$ cat config.mk
export PLATFORM = sky130hd
export DESIGN_NAME = ccg_guard
export DESIGN_NICKNAME = d
export VERILOG_FILES = /design/src/include/ccg_pkg.sv /design/src/logic/ccg_guard.sv
export VERILOG_INCLUDE_DIRS = /design/src /design/src/include
export SDC_FILE = /design/constraint.sdc
export NUM_CORES = 1
export LEC_CHECK = 0
export ABC_AREA = 1
export BUFFER_PORTS_ARGS = -buffer_cell sky130_fd_sc_hd__buf_4
export CAP_MARGIN = 40
export CORE_MARGIN = 5
export CORE_UTILIZATION = 39
export CTS_CLUSTER_DIAMETER = 80
export DETAILED_ROUTE_END_ITERATION = 6
export GPL_TIMING_DRIVEN = 0
export PLACE_DENSITY = 0.67
export SYNTH_ARGS = -nofsm -noshare
export SYNTH_HDL_FRONTEND = slang
export SYNTH_SLANG_ARGS = --single-unit
$ cat constraint.sdc
create_clock -name clk -period 3 [get_ports clk]
set_input_delay 0.45 -clock clk [delete_from_list [all_inputs] [get_ports clk]]
set_output_delay 0.45 -clock clk [all_outputs]
set_load 0.1 [all_outputs]
$ cat src/include/ccg_map.svh
/*
  Address map, field positions, reset values and timing figures of the serial-port
  integrity and configuration guard.
  Assumes the includer is the ccg package or the guard module itself.
*/
`ifndef CCG_MAP_SVH
`define CCG_MAP_SVH

`define CCG_ADDR_LAST_DATA_WORD32    12'h423
`define CCG_ADDR_LAST_DATA_WORD16    12'h4ac
`define CCG_ADDR_LAST_COMMAND_HEADER 12'h4ae
`define CCG_ADDR_WRITE_LOCK          12'h4fc
`define CCG_ADDR_SECOND_STATUS       12'h4fd

`define CCG_HDR_ADDR_MSB  15
`define CCG_HDR_ADDR_LSB  4
`define CCG_HDR_READ_BIT  3

`define CCG_STAT_CHANGED_BIT 0
`define CCG_STAT_DONE_BIT    1

`define CCG_CRC_PRESET 16'hffff
`define CCG_CRC_POLY   16'h1021

`define CCG_LOCK_ON_CODE  32'h0000_3c64
`define CCG_LOCK_OFF_CODE 32'h0000_4ad1

`define CCG_TABLE_ENTRIES 26
`define CCG_OPT_COUNT     12

`define CCG_CLK_PERIOD_NS 25
`define CCG_PASS_TIME_NS  10800000

`endif

$ cat src/include/ccg_pkg.sv
/*
  Types of the serial-port integrity and configuration guard.
  Assumes ccg_map.svh is on the include path.
*/
`include "ccg_map.svh"

package ccg_pkg;

  typedef enum logic [1:0] {
    CCG_IDLE,
    CCG_ISSUE,
    CCG_FOLD,
    CCG_WAIT
  } ccg_cfg_e;

  // Transaction events handed over by the serial framer, all on clk
  typedef struct packed {
    logic        hdr_valid;
    logic [15:0] hdr;
    logic [31:0] rd_data;
    logic        rd_is32;
    logic        wr_valid;
    logic [31:0] wr_data;
    logic        wr_is32;
  } ccg_txn_s;

  typedef struct packed {
    logic [11:0] hdr_addr;
    logic        crc_app;
    logic [15:0] spi_crc;
    logic [15:0] ld16;
    logic [31:0] ld32;
    logic [15:0] lcmd;
    logic        lock;
    logic        wr_go;
    logic [11:0] wr_addr;
    logic [31:0] wr_data;
    logic        wr_is32;
    ccg_cfg_e    cfg;
    logic [5:0]  ent;
    logic [5:0]  sub;
    logic [11:0] cfg_addr;
    logic        cfg_is16;
    logic [15:0] run_crc;
    logic [15:0] result;
    logic        have_result;
    logic        forced;
    logic        changed;
    logic        done;
    logic [18:0] timer;
    logic        irq_n;
  } ccg_state_s;

endpackage

$ cat src/logic/ccg_guard.sv
/*
  Serial-port integrity and configuration guard: serial read CRC, verification
  registers, background configuration checksum and write lock.
  Assumes a serial framer on clk that pulses header and completed-write events,
  and a register file that answers cfg_rd_addr combinationally on cfg_rd_data.
*/
`timescale 1ns/1ps
`include "ccg_map.svh"

module ccg_guard #(
  parameter int unsigned PASS_CYCLES = `CCG_PASS_TIME_NS / `CCG_CLK_PERIOD_NS,
  parameter logic [143:0] OPT_ADDRS  = {12{12'h000}},
  parameter logic [11:0]  OPT_IS16   = 12'h000
) (
  input  wire logic              clk,
  input  wire logic              rst_n,
  input  wire ccg_pkg::ccg_txn_s txn,
  input  wire logic              burst_en,
  input  wire logic [3:0]        wave_burst_channel_select,
  input  wire logic [11:0]       checksum_option_enables,
  input  wire logic              force_update,
  input  wire logic              changed_irq_enable,
  input  wire logic [31:0]       cfg_rd_data,
  output logic                   crc_append,
  output logic [15:0]            serial_read_checksum,
  output logic [31:0]            last_data_word32,
  output logic [15:0]            last_data_word16,
  output logic [15:0]            last_command_header,
  output logic [15:0]            config_checksum_result,
  output logic [15:0]            second_status_register,
  output logic [15:0]            write_lock,
  output logic                   wr_commit,
  output logic [11:0]            wr_commit_addr,
  output logic [31:0]            wr_commit_data,
  output logic                   wr_commit_is32,
  output logic [11:0]            cfg_rd_addr,
  output logic                   second_interrupt_output_n
);

  ccg_pkg::ccg_state_s s;
  ccg_pkg::ccg_state_s next_s;

  function automatic logic [15:0] crc_fold(input logic [15:0] c_in,
                                           input logic [31:0] d,
                                           input logic        is16);
    logic [15:0] c;
    logic        fb;
    c = c_in;
    fb = 1'b0;
    for (int i = 31; i >= 0; i--) begin
      if (!is16 || i < 16) begin
        fb = d[i] ^ c[15];
        c = {c[14:0], 1'b0} ^ (fb ? `CCG_CRC_POLY : 16'h0000);
      end
    end
    return c;
  endfunction

  function automatic logic is_verif(input logic [11:0] a);
    return a == `CCG_ADDR_LAST_DATA_WORD32 || a == `CCG_ADDR_LAST_DATA_WORD16 ||
           a == `CCG_ADDR_LAST_COMMAND_HEADER;
  endfunction

  function automatic logic is_burst(input logic [11:0] a, input logic ben,
                                    input logic [3:0] ch);
    return (ben && ((a >= 12'h500 && a <= 12'h516) || (a >= 12'h600 && a <= 12'h63c) ||
                    (a >= 12'h680 && a <= 12'h6bc))) || (a >= 12'h800 && ch != 4'hf);
  endfunction

  function automatic logic is_crc_case(input logic [11:0] a, input logic ben,
                                       input logic [3:0] ch);
    return !ben && (a <= 12'h6ff || (a >= 12'h800 && ch == 4'hf));
  endfunction

  function automatic logic is_protected(input logic [11:0] a);
    return a <= 12'h0ff || (a >= 12'h400 && a <= 12'h4ff);
  endfunction

  // Fixed monitored order: {first address, register count, 16-bit}
  function automatic logic [18:0] table_entry(input logic [5:0] i);
    logic [18:0] e;
    e = 19'h00000;
    unique case (i)
      6'd0:  e = {12'h001, 6'd24, 1'b0};
      6'd1:  e = {12'h021, 6'd24, 1'b0};
      6'd2:  e = {12'h041, 6'd24, 1'b0};
      6'd3:  e = {12'h060, 6'd20, 1'b0};
      6'd4:  e = {12'h409, 6'd1,  1'b0};
      6'd5:  e = {12'h40f, 6'd1,  1'b0};
      6'd6:  e = {12'h420, 6'd3,  1'b0};
      6'd7:  e = {12'h424, 6'd1,  1'b0};
      6'd8:  e = {12'h470, 6'd6,  1'b0};
      6'd9:  e = {12'h480, 6'd2,  1'b1};
      6'd10: e = {12'h490, 6'd8,  1'b1};
      6'd11: e = {12'h499, 6'd1,  1'b1};
      6'd12: e = {12'h4af, 6'd4,  1'b1};
      6'd13: e = {12'h425, 6'd1,  1'b0};
      6'd14: e = {12'h4b8, 6'd2,  1'b1};
      6'd15: e = {12'h47d, 6'd1,  1'b0};
      6'd16: e = {12'h478, 6'd2,  1'b0};
      6'd17: e = {12'h4ef, 6'd1,  1'b1};
      6'd18: e = {12'h4ba, 6'd1,  1'b1};
      6'd19: e = {12'h47e, 6'd1,  1'b0};
      6'd20: e = {12'h000, 6'd1,  1'b0};
      6'd21: e = {12'h020, 6'd1,  1'b0};
      6'd22: e = {12'h040, 6'd1,  1'b0};
      6'd23: e = {12'h4b6, 6'd1,  1'b1};
      6'd24: e = {12'h4bf, 6'd1,  1'b1};
      6'd25: e = {12'h4b5, 6'd1,  1'b1};
      default: e = 19'h00000;
    endcase
    return e;
  endfunction

  logic [11:0] hdr_a;
  logic [18:0] ent_e;
  logic [3:0]  opt_i;
  logic        opt_phase;

  assign hdr_a     = txn.hdr[`CCG_HDR_ADDR_MSB:`CCG_HDR_ADDR_LSB];
  assign ent_e     = table_entry(s.ent);
  assign opt_phase = s.ent >= 6'(`CCG_TABLE_ENTRIES);
  assign opt_i     = 4'(s.ent - 6'(`CCG_TABLE_ENTRIES));

  always_comb begin
    logic        blocked;
    logic        last;
    logic [15:0] pass_crc;
    next_s = s;
    blocked = 1'b0;
    last = 1'b0;
    pass_crc = 16'h0000;
    next_s.wr_go = 1'b0;

    if (txn.hdr_valid) begin
      next_s.hdr_addr = hdr_a;
      next_s.crc_app  = 1'b0;
      if (!is_verif(hdr_a)) begin
        next_s.lcmd = {txn.hdr[15:3], 3'b000};
      end
      if (txn.hdr[`CCG_HDR_READ_BIT]) begin
        // Checksum covers the addressed word only, so burst words beyond it are not folded
        next_s.spi_crc = crc_fold(`CCG_CRC_PRESET, txn.rd_data, !txn.rd_is32);
        next_s.crc_app = is_crc_case(hdr_a, burst_en, wave_burst_channel_select);
        if (!is_verif(hdr_a) && !is_burst(hdr_a, burst_en, wave_burst_channel_select)) begin
          if (txn.rd_is32) begin
            next_s.ld32 = txn.rd_data;
          end else begin
            next_s.ld16 = txn.rd_data[15:0];
          end
        end
      end
    end

    // Write event arrives only once every data bit is in
    if (txn.wr_valid) begin
      blocked = s.lock && is_protected(s.hdr_addr) &&
                s.hdr_addr != `CCG_ADDR_WRITE_LOCK;
      if (!is_verif(s.hdr_addr)) begin
        if (txn.wr_is32) begin
          next_s.ld32 = txn.wr_data;
        end else begin
          next_s.ld16 = txn.wr_data[15:0];
        end
      end
      next_s.wr_go   = !blocked;
      next_s.wr_addr = s.hdr_addr;
      next_s.wr_data = txn.wr_data;
      next_s.wr_is32 = txn.wr_is32;
      if (s.hdr_addr == `CCG_ADDR_WRITE_LOCK) begin
        if (txn.wr_data == `CCG_LOCK_ON_CODE) begin
          next_s.lock = 1'b1;
        end else if (txn.wr_data == `CCG_LOCK_OFF_CODE) begin
          next_s.lock = 1'b0;
        end
      end
      if (s.hdr_addr == `CCG_ADDR_SECOND_STATUS) begin
        if (txn.wr_data[`CCG_STAT_CHANGED_BIT]) begin
          next_s.changed = 1'b0;
        end
        if (txn.wr_data[`CCG_STAT_DONE_BIT]) begin
          next_s.done = 1'b0;
        end
      end
    end

    // Pass length is fixed by the timer, not by how fast the words fold
    if (s.cfg != ccg_pkg::CCG_IDLE) begin
      next_s.timer = s.timer + 19'h00001;
    end
    if (force_update) begin
      next_s.forced = 1'b1;
    end

    unique case (s.cfg)
      ccg_pkg::CCG_IDLE: begin
        next_s.cfg     = ccg_pkg::CCG_ISSUE;
        next_s.ent     = 6'd0;
        next_s.sub     = 6'd0;
        next_s.timer   = 19'h00000;
        next_s.run_crc = `CCG_CRC_PRESET;
      end
      ccg_pkg::CCG_ISSUE: begin
        if (!opt_phase) begin
          next_s.cfg_addr = ent_e[18:7] + 12'(s.sub);
          next_s.cfg_is16 = ent_e[0];
          next_s.cfg      = ccg_pkg::CCG_FOLD;
        end else if (checksum_option_enables[opt_i]) begin
          next_s.cfg_addr = OPT_ADDRS[opt_i*12 +: 12];
          next_s.cfg_is16 = OPT_IS16[opt_i];
          next_s.cfg      = ccg_pkg::CCG_FOLD;
        end else if (opt_i == 4'(`CCG_OPT_COUNT - 1)) begin
          next_s.cfg = ccg_pkg::CCG_WAIT;
        end else begin
          next_s.ent = s.ent + 6'd1;
        end
      end
      ccg_pkg::CCG_FOLD: begin
        next_s.run_crc = crc_fold(s.run_crc, cfg_rd_data, s.cfg_is16);
        last = opt_phase || (s.sub + 6'd1 == ent_e[6:1]);
        next_s.sub = last ? 6'd0 : s.sub + 6'd1;
        if (last) begin
          next_s.ent = s.ent + 6'd1;
        end
        next_s.cfg = (last && opt_i == 4'(`CCG_OPT_COUNT - 1) && opt_phase) ?
                     ccg_pkg::CCG_WAIT : ccg_pkg::CCG_ISSUE;
      end
      ccg_pkg::CCG_WAIT: begin
        if (s.timer >= 19'(PASS_CYCLES - 1)) begin
          pass_crc = s.run_crc;
          next_s.result      = pass_crc;
          next_s.have_result = 1'b1;
          if (s.have_result && pass_crc != s.result) begin
            next_s.changed = 1'b1;
          end
          if (s.forced || force_update) begin
            next_s.done   = 1'b1;
            next_s.forced = 1'b0;
          end
          next_s.cfg = ccg_pkg::CCG_IDLE;
        end
      end
    endcase

    // A force restarts the pass except in CCG_WAIT, where the finished fold is kept and only marked forced
    if (force_update && s.cfg != ccg_pkg::CCG_WAIT) begin
      next_s.cfg = ccg_pkg::CCG_IDLE;
    end
    next_s.irq_n = !(next_s.changed && changed_irq_enable);
  end

  always_ff @(posedge clk or negedge rst_n) begin
    if (!rst_n) begin
      s         <= '0;
      s.spi_crc <= `CCG_CRC_PRESET;
      s.cfg     <= ccg_pkg::CCG_IDLE;
      s.irq_n   <= 1'b1;
    end else begin
      s <= next_s;
    end
  end

  assign crc_append                = s.crc_app;
  assign serial_read_checksum      = s.spi_crc;
  assign last_data_word32          = s.ld32;
  assign last_data_word16          = s.ld16;
  assign last_command_header       = s.lcmd;
  assign config_checksum_result    = s.result;
  assign second_status_register    = {14'h0000, s.done, s.changed};
  assign write_lock                = {15'h0000, s.lock};
  assign wr_commit                 = s.wr_go;
  assign wr_commit_addr            = s.wr_addr;
  assign wr_commit_data            = s.wr_data;
  assign wr_commit_is32            = s.wr_is32;
  assign cfg_rd_addr               = s.cfg_addr;
  assign second_interrupt_output_n = s.irq_n;
endmodule

==> flow_summary.json <==
{
  "std_cell_rows": 72,
  "post_synth_fa_ha_maj_area_fraction_pct": 2.369,
  "skew_ns": 0.02581,
  "die_w_um": 206.8,
  "timing.hold.worst.class": "primary input to asynchronous set/reset pin",
  "port_buffers": 287,
  "detail_route.drc_violations": 0,
  "end_kind": "register",
  "dominant_combinational_cell_family_by_area_after_synthesis": "simple AND/OR/NAND/NOR gates",
  "dpl.hpwl_um": 39510,
  "post-route-cell-area_sq_um": 20820,
  "max-clock-path-buffers": 3,
  "path_class": "register to register",
  "met2_usage_pct": 39.71,
  "worst_slack_ns": -0.3987,
  "gr-usage-met3_pct": 2.921,
  "clock_latency_ns": 0.54,
  "fp.coreArea_sq_um": 38470,
  "placement.cell_area_sq_um": 18090,
  "yosys-mux-area-fraction_pct": 1.193,
  "violated_checks": "hold timing, setup timing",
  "i_o_pin_cnt": 325,
  "postSynthAreaPerCell_sq_um": 7.431,
  "gr-total-overflow": 0,
  "avgViaCountPerCell": 5.038,
  "total_leakage_power_uw": 0.01065,
  "design.final.nets": 2607,
  "synthToLayoutAreaGrowth_pct": 37.82,
  "cap_viol_max_count": 0,
  "reg2reg_depth": 32,
  "wl_per_cell_um": 17.50,
  "reg_to_reg_end": "s[47]",
  "hold_buffers": 0,
  "layout_worst_path_cycle_share_pct": 113.3,
  "postSynthRegisterBits": 218,
  "antenna_found_initial": 0,
  "post_synth_and_or_nand_nor_area_fraction_pct": 25.56,
  "wire_length_of_the_first_global_routing_pass_um": 78210,
  "rr_startpoint": "s[56]",
  "critical_path_peak_fanout": 6,
  "tritoncts_num_sinks": 218,
  "timing.final.setup_violations": 16,
  "worstMarginPinSlew_ns": 0.9349,
  "ctsHtreeMaxLevel": 1,
  "library_cell_occupying_the_most_area_in_the_post_synthesis_netlist": "sky130_fd_sc_hd__dfrtp_1",
  "drt-initial-drc-count": 1042,
  "post_synth_instance_area_sq_um": 15110,
  "post_route_cells_drive_above_1_share_pct": 37.43,
  "synth-seq-area-share_pct": 36.25,
  "synth_enable_flop_cells": 0,
  "dieHeight_um": 206.8,
  "critical-path-max-stage-delay_ns": 0.41,
  "worst_path_required_time_ns": 3.41,
  "reg2reg_slack_ns": -0.40,
  "grt_max_degree": 114,
  "rsz0062_at_grt": "true",
  "synth-warning-count": 0,
  "initial_utilization_pct": 39.27,
  "synth-compound-area-share_pct": 11.77,
  "ys.flop_type": "sky130_fd_sc_hd__dfrtp_1",
  "design.die.area_sq_um": 42770,
  "maxSlewViolCount": 0,
  "gpl.final_weighted_congestion": 0.9054,
  "crit_slowest_cell": "sky130_fd_sc_hd__dfrtp_1",
  "synth_top_cells_by_area": "sky130_fd_sc_hd__dfrtp_1, sky130_fd_sc_hd__nand2_1, sky130_fd_sc_hd__buf_4",
  "timing_hold_violations_final": 14,
  "synth_async_sr_flop_share_pct": 100.0,
  "mostFrequentLayoutCell": "sky130_fd_sc_hd__buf_4",
  "met1_routing_resource_usage_after_global_routing_pct": 29.44,
  "grt_util_all_layers_pct": 22.87,
  "worst_setup_path_start_kind": "register",
  "synth-xor-area-share_pct": 6.410,
  "top_cell_type_s_share_of_synthesized_area_pct": 33.29,
  "cts.reportedPaths.clkPinSlew_ns": 0.06,
  "tritoncts": "done",
  "critPathArrivalTime_ns": 3.81,
  "setup_tns_ns": -4.719,
  "cp_common_cell": "sky130_fd_sc_hd__nand2_2",
  "dr_vias": 14999,
  "crit_path_buf_inv_count": 3,
  "clock_tree.root_cell": "sky130_fd_sc_hd__clkbuf_16",
  "ant_nets": 0,
  "wirelength_um": 52100,
  "number_of_global_route_vias_before_repair": 14536,
  "power.density_cell_area_nw_per_um2": 833.5,
  "drt_pre_antenna_iters": 5,
  "timing.slew.headroom_pct": 37.67,
  "max_freq_ghz": 0.2942,
  "total_cts_buffers": 26,
  "grt.busiest_layer": "met2",
  "critPathTopFamily": "simple AND/OR/NAND/NOR gates",
  "post_synth_inst_count": 2033,
  "status": "complete, but fails checks",
  "irDropWorstVdd_mv": 0.6663,
  "synth_cell_types": 53,
  "fin_crit_ns": 3.399,
  "layout_common_cells": "sky130_fd_sc_hd__buf_4, sky130_fd_sc_hd__nand2_1, sky130_fd_sc_hd__inv_1",
  "hold_ws_ns": -0.03219
}
## sequential cells by signal (all words and copies together), names as in the netlist
signal	flops
last_data_word32	32
last_command_header	13
second_interrupt_output_n	1
wr_commit_addr	12
second_status_register	2
write_lock	1
wr_commit	1
wr_commit_data	32
wr_commit_is32	1
s	64
last_data_word16	16
config_checksum_result	16
cfg_rd_addr	10
crc_append	1
serial_read_checksum	16
## kinds of logic after synthesis
family | after synthesis
AO/OA/AOI/OAI | 299
flip-flops | 218
adder cells (fa/ha/maj) | 28
buffers and inverters | 473
XOR/XNOR | 93
other | 1
AND/OR/NAND/NOR | 905
multiplexers | 16
## power by group
part | switching [uW] | total [uW] | leakage, uW | internal, uW
combinational | 6960 | 10400 | 0.00761 | 3470
sequential | 368 | 3830 | 0.00263 | 3460
clock | 1260 | 3100 | 0.000408 | 1840
## routing by layer
metal | part of all wire, % | wire length [um]
met1 | 40 | 20800
met4 | 4.2 | 2202
met2 | 49 | 25290
met5 | 0 | 0
met3 | 7.3 | 3802
## final cells by class
class | count | area, sq um
multi-input combinational | 1375 | 8623
clock inverter | 8 | 73.82
antenna | 1 | 2.502
timing repair buffer | 350 | 2686
sequential | 218 | 5485
tap | 518 | 648.1
buffer | 245 | 1674
inverter | 226 | 868.3
clock buffer | 36 | 759.5
fill | 3547 | 17650
## worst register-to-register path: cells and delay by family (launching register included)
family,cells,cell delay (ns)
buffers and inverters,3,0.34
AO/OA/AOI/OAI,1,0.07
flip-flops,1,0.41
AND/OR/NAND/NOR,28,2.46
## cell usage after synthesis, types with 6 or more instances
cell type	instances
sky130_fd_sc_hd__nand2_1	531
sky130_fd_sc_hd__inv_1	216
sky130_fd_sc_hd__dfrtp_1	201
sky130_fd_sc_hd__buf_4	186
sky130_fd_sc_hd__nand3_1	169
sky130_fd_sc_hd__o21ai_0	131
sky130_fd_sc_hd__nor2_1	114
sky130_fd_sc_hd__xor2_1	58
sky130_fd_sc_hd__clkbuf_1	51
sky130_fd_sc_hd__a21oi_1	40
sky130_fd_sc_hd__o211ai_1	34
sky130_fd_sc_hd__ha_1	27
sky130_fd_sc_hd__o21a_1	23
sky130_fd_sc_hd__xnor2_1	22
sky130_fd_sc_hd__o21ai_1	20
sky130_fd_sc_hd__nor3_1	19
sky130_fd_sc_hd__dfstp_2	17
sky130_fd_sc_hd__mux2_2	16
sky130_fd_sc_hd__nand4_1	15
sky130_fd_sc_hd__nor4_1	13
sky130_fd_sc_hd__nand2_2	12
sky130_fd_sc_hd__nand3b_1	12
sky130_fd_sc_hd__o22ai_1	9
sky130_fd_sc_hd__inv_2	8
sky130_fd_sc_hd__a31oi_1	7
sky130_fd_sc_hd__nand3_2	7
sky130_fd_sc_hd__o41ai_1	7
sky130_fd_sc_hd__buf_2	6
sky130_fd_sc_hd__xor2_2	6
## how the worst max path moves through the flow
stage	from	end	cells past startpoint
after floorplan	s[76]	cfg_rd_addr[7]	18
after global placement	cfg_rd_data[31]	s[48]	33
after detailed placement	cfg_rd_data[31]	s[48]	33
after CTS	s[56]	s[47]	30
after global routing	s[56]	s[48]	31
final	s[56]	s[47]	32
## repair_timing
item,in CTS,in global routing
setup buffers,31,28
endpoints found under the setup margin,32,36
cloned,2,0
pin swaps,38,93
resized for setup,168,185
## metrics by stage
step | setup WS (ns) | instances | util [%] | total power (uW)
finish | -0.3987 | 2977 | 54.13 | 17350
global route | -0.5813 | 2976 | 54.12 | 18320
CTS | -0.2010 | 2948 | 51.39 | 16250
detailed placement | -0.9141 | 2873 | 47.02 | 12190
global placement | -0.8631 | 2871 | 46.90 | 12080
floorplan | 0.05160 | 2066 | - | 10290
No activity file was read; power rests on OpenSTA's default activity.
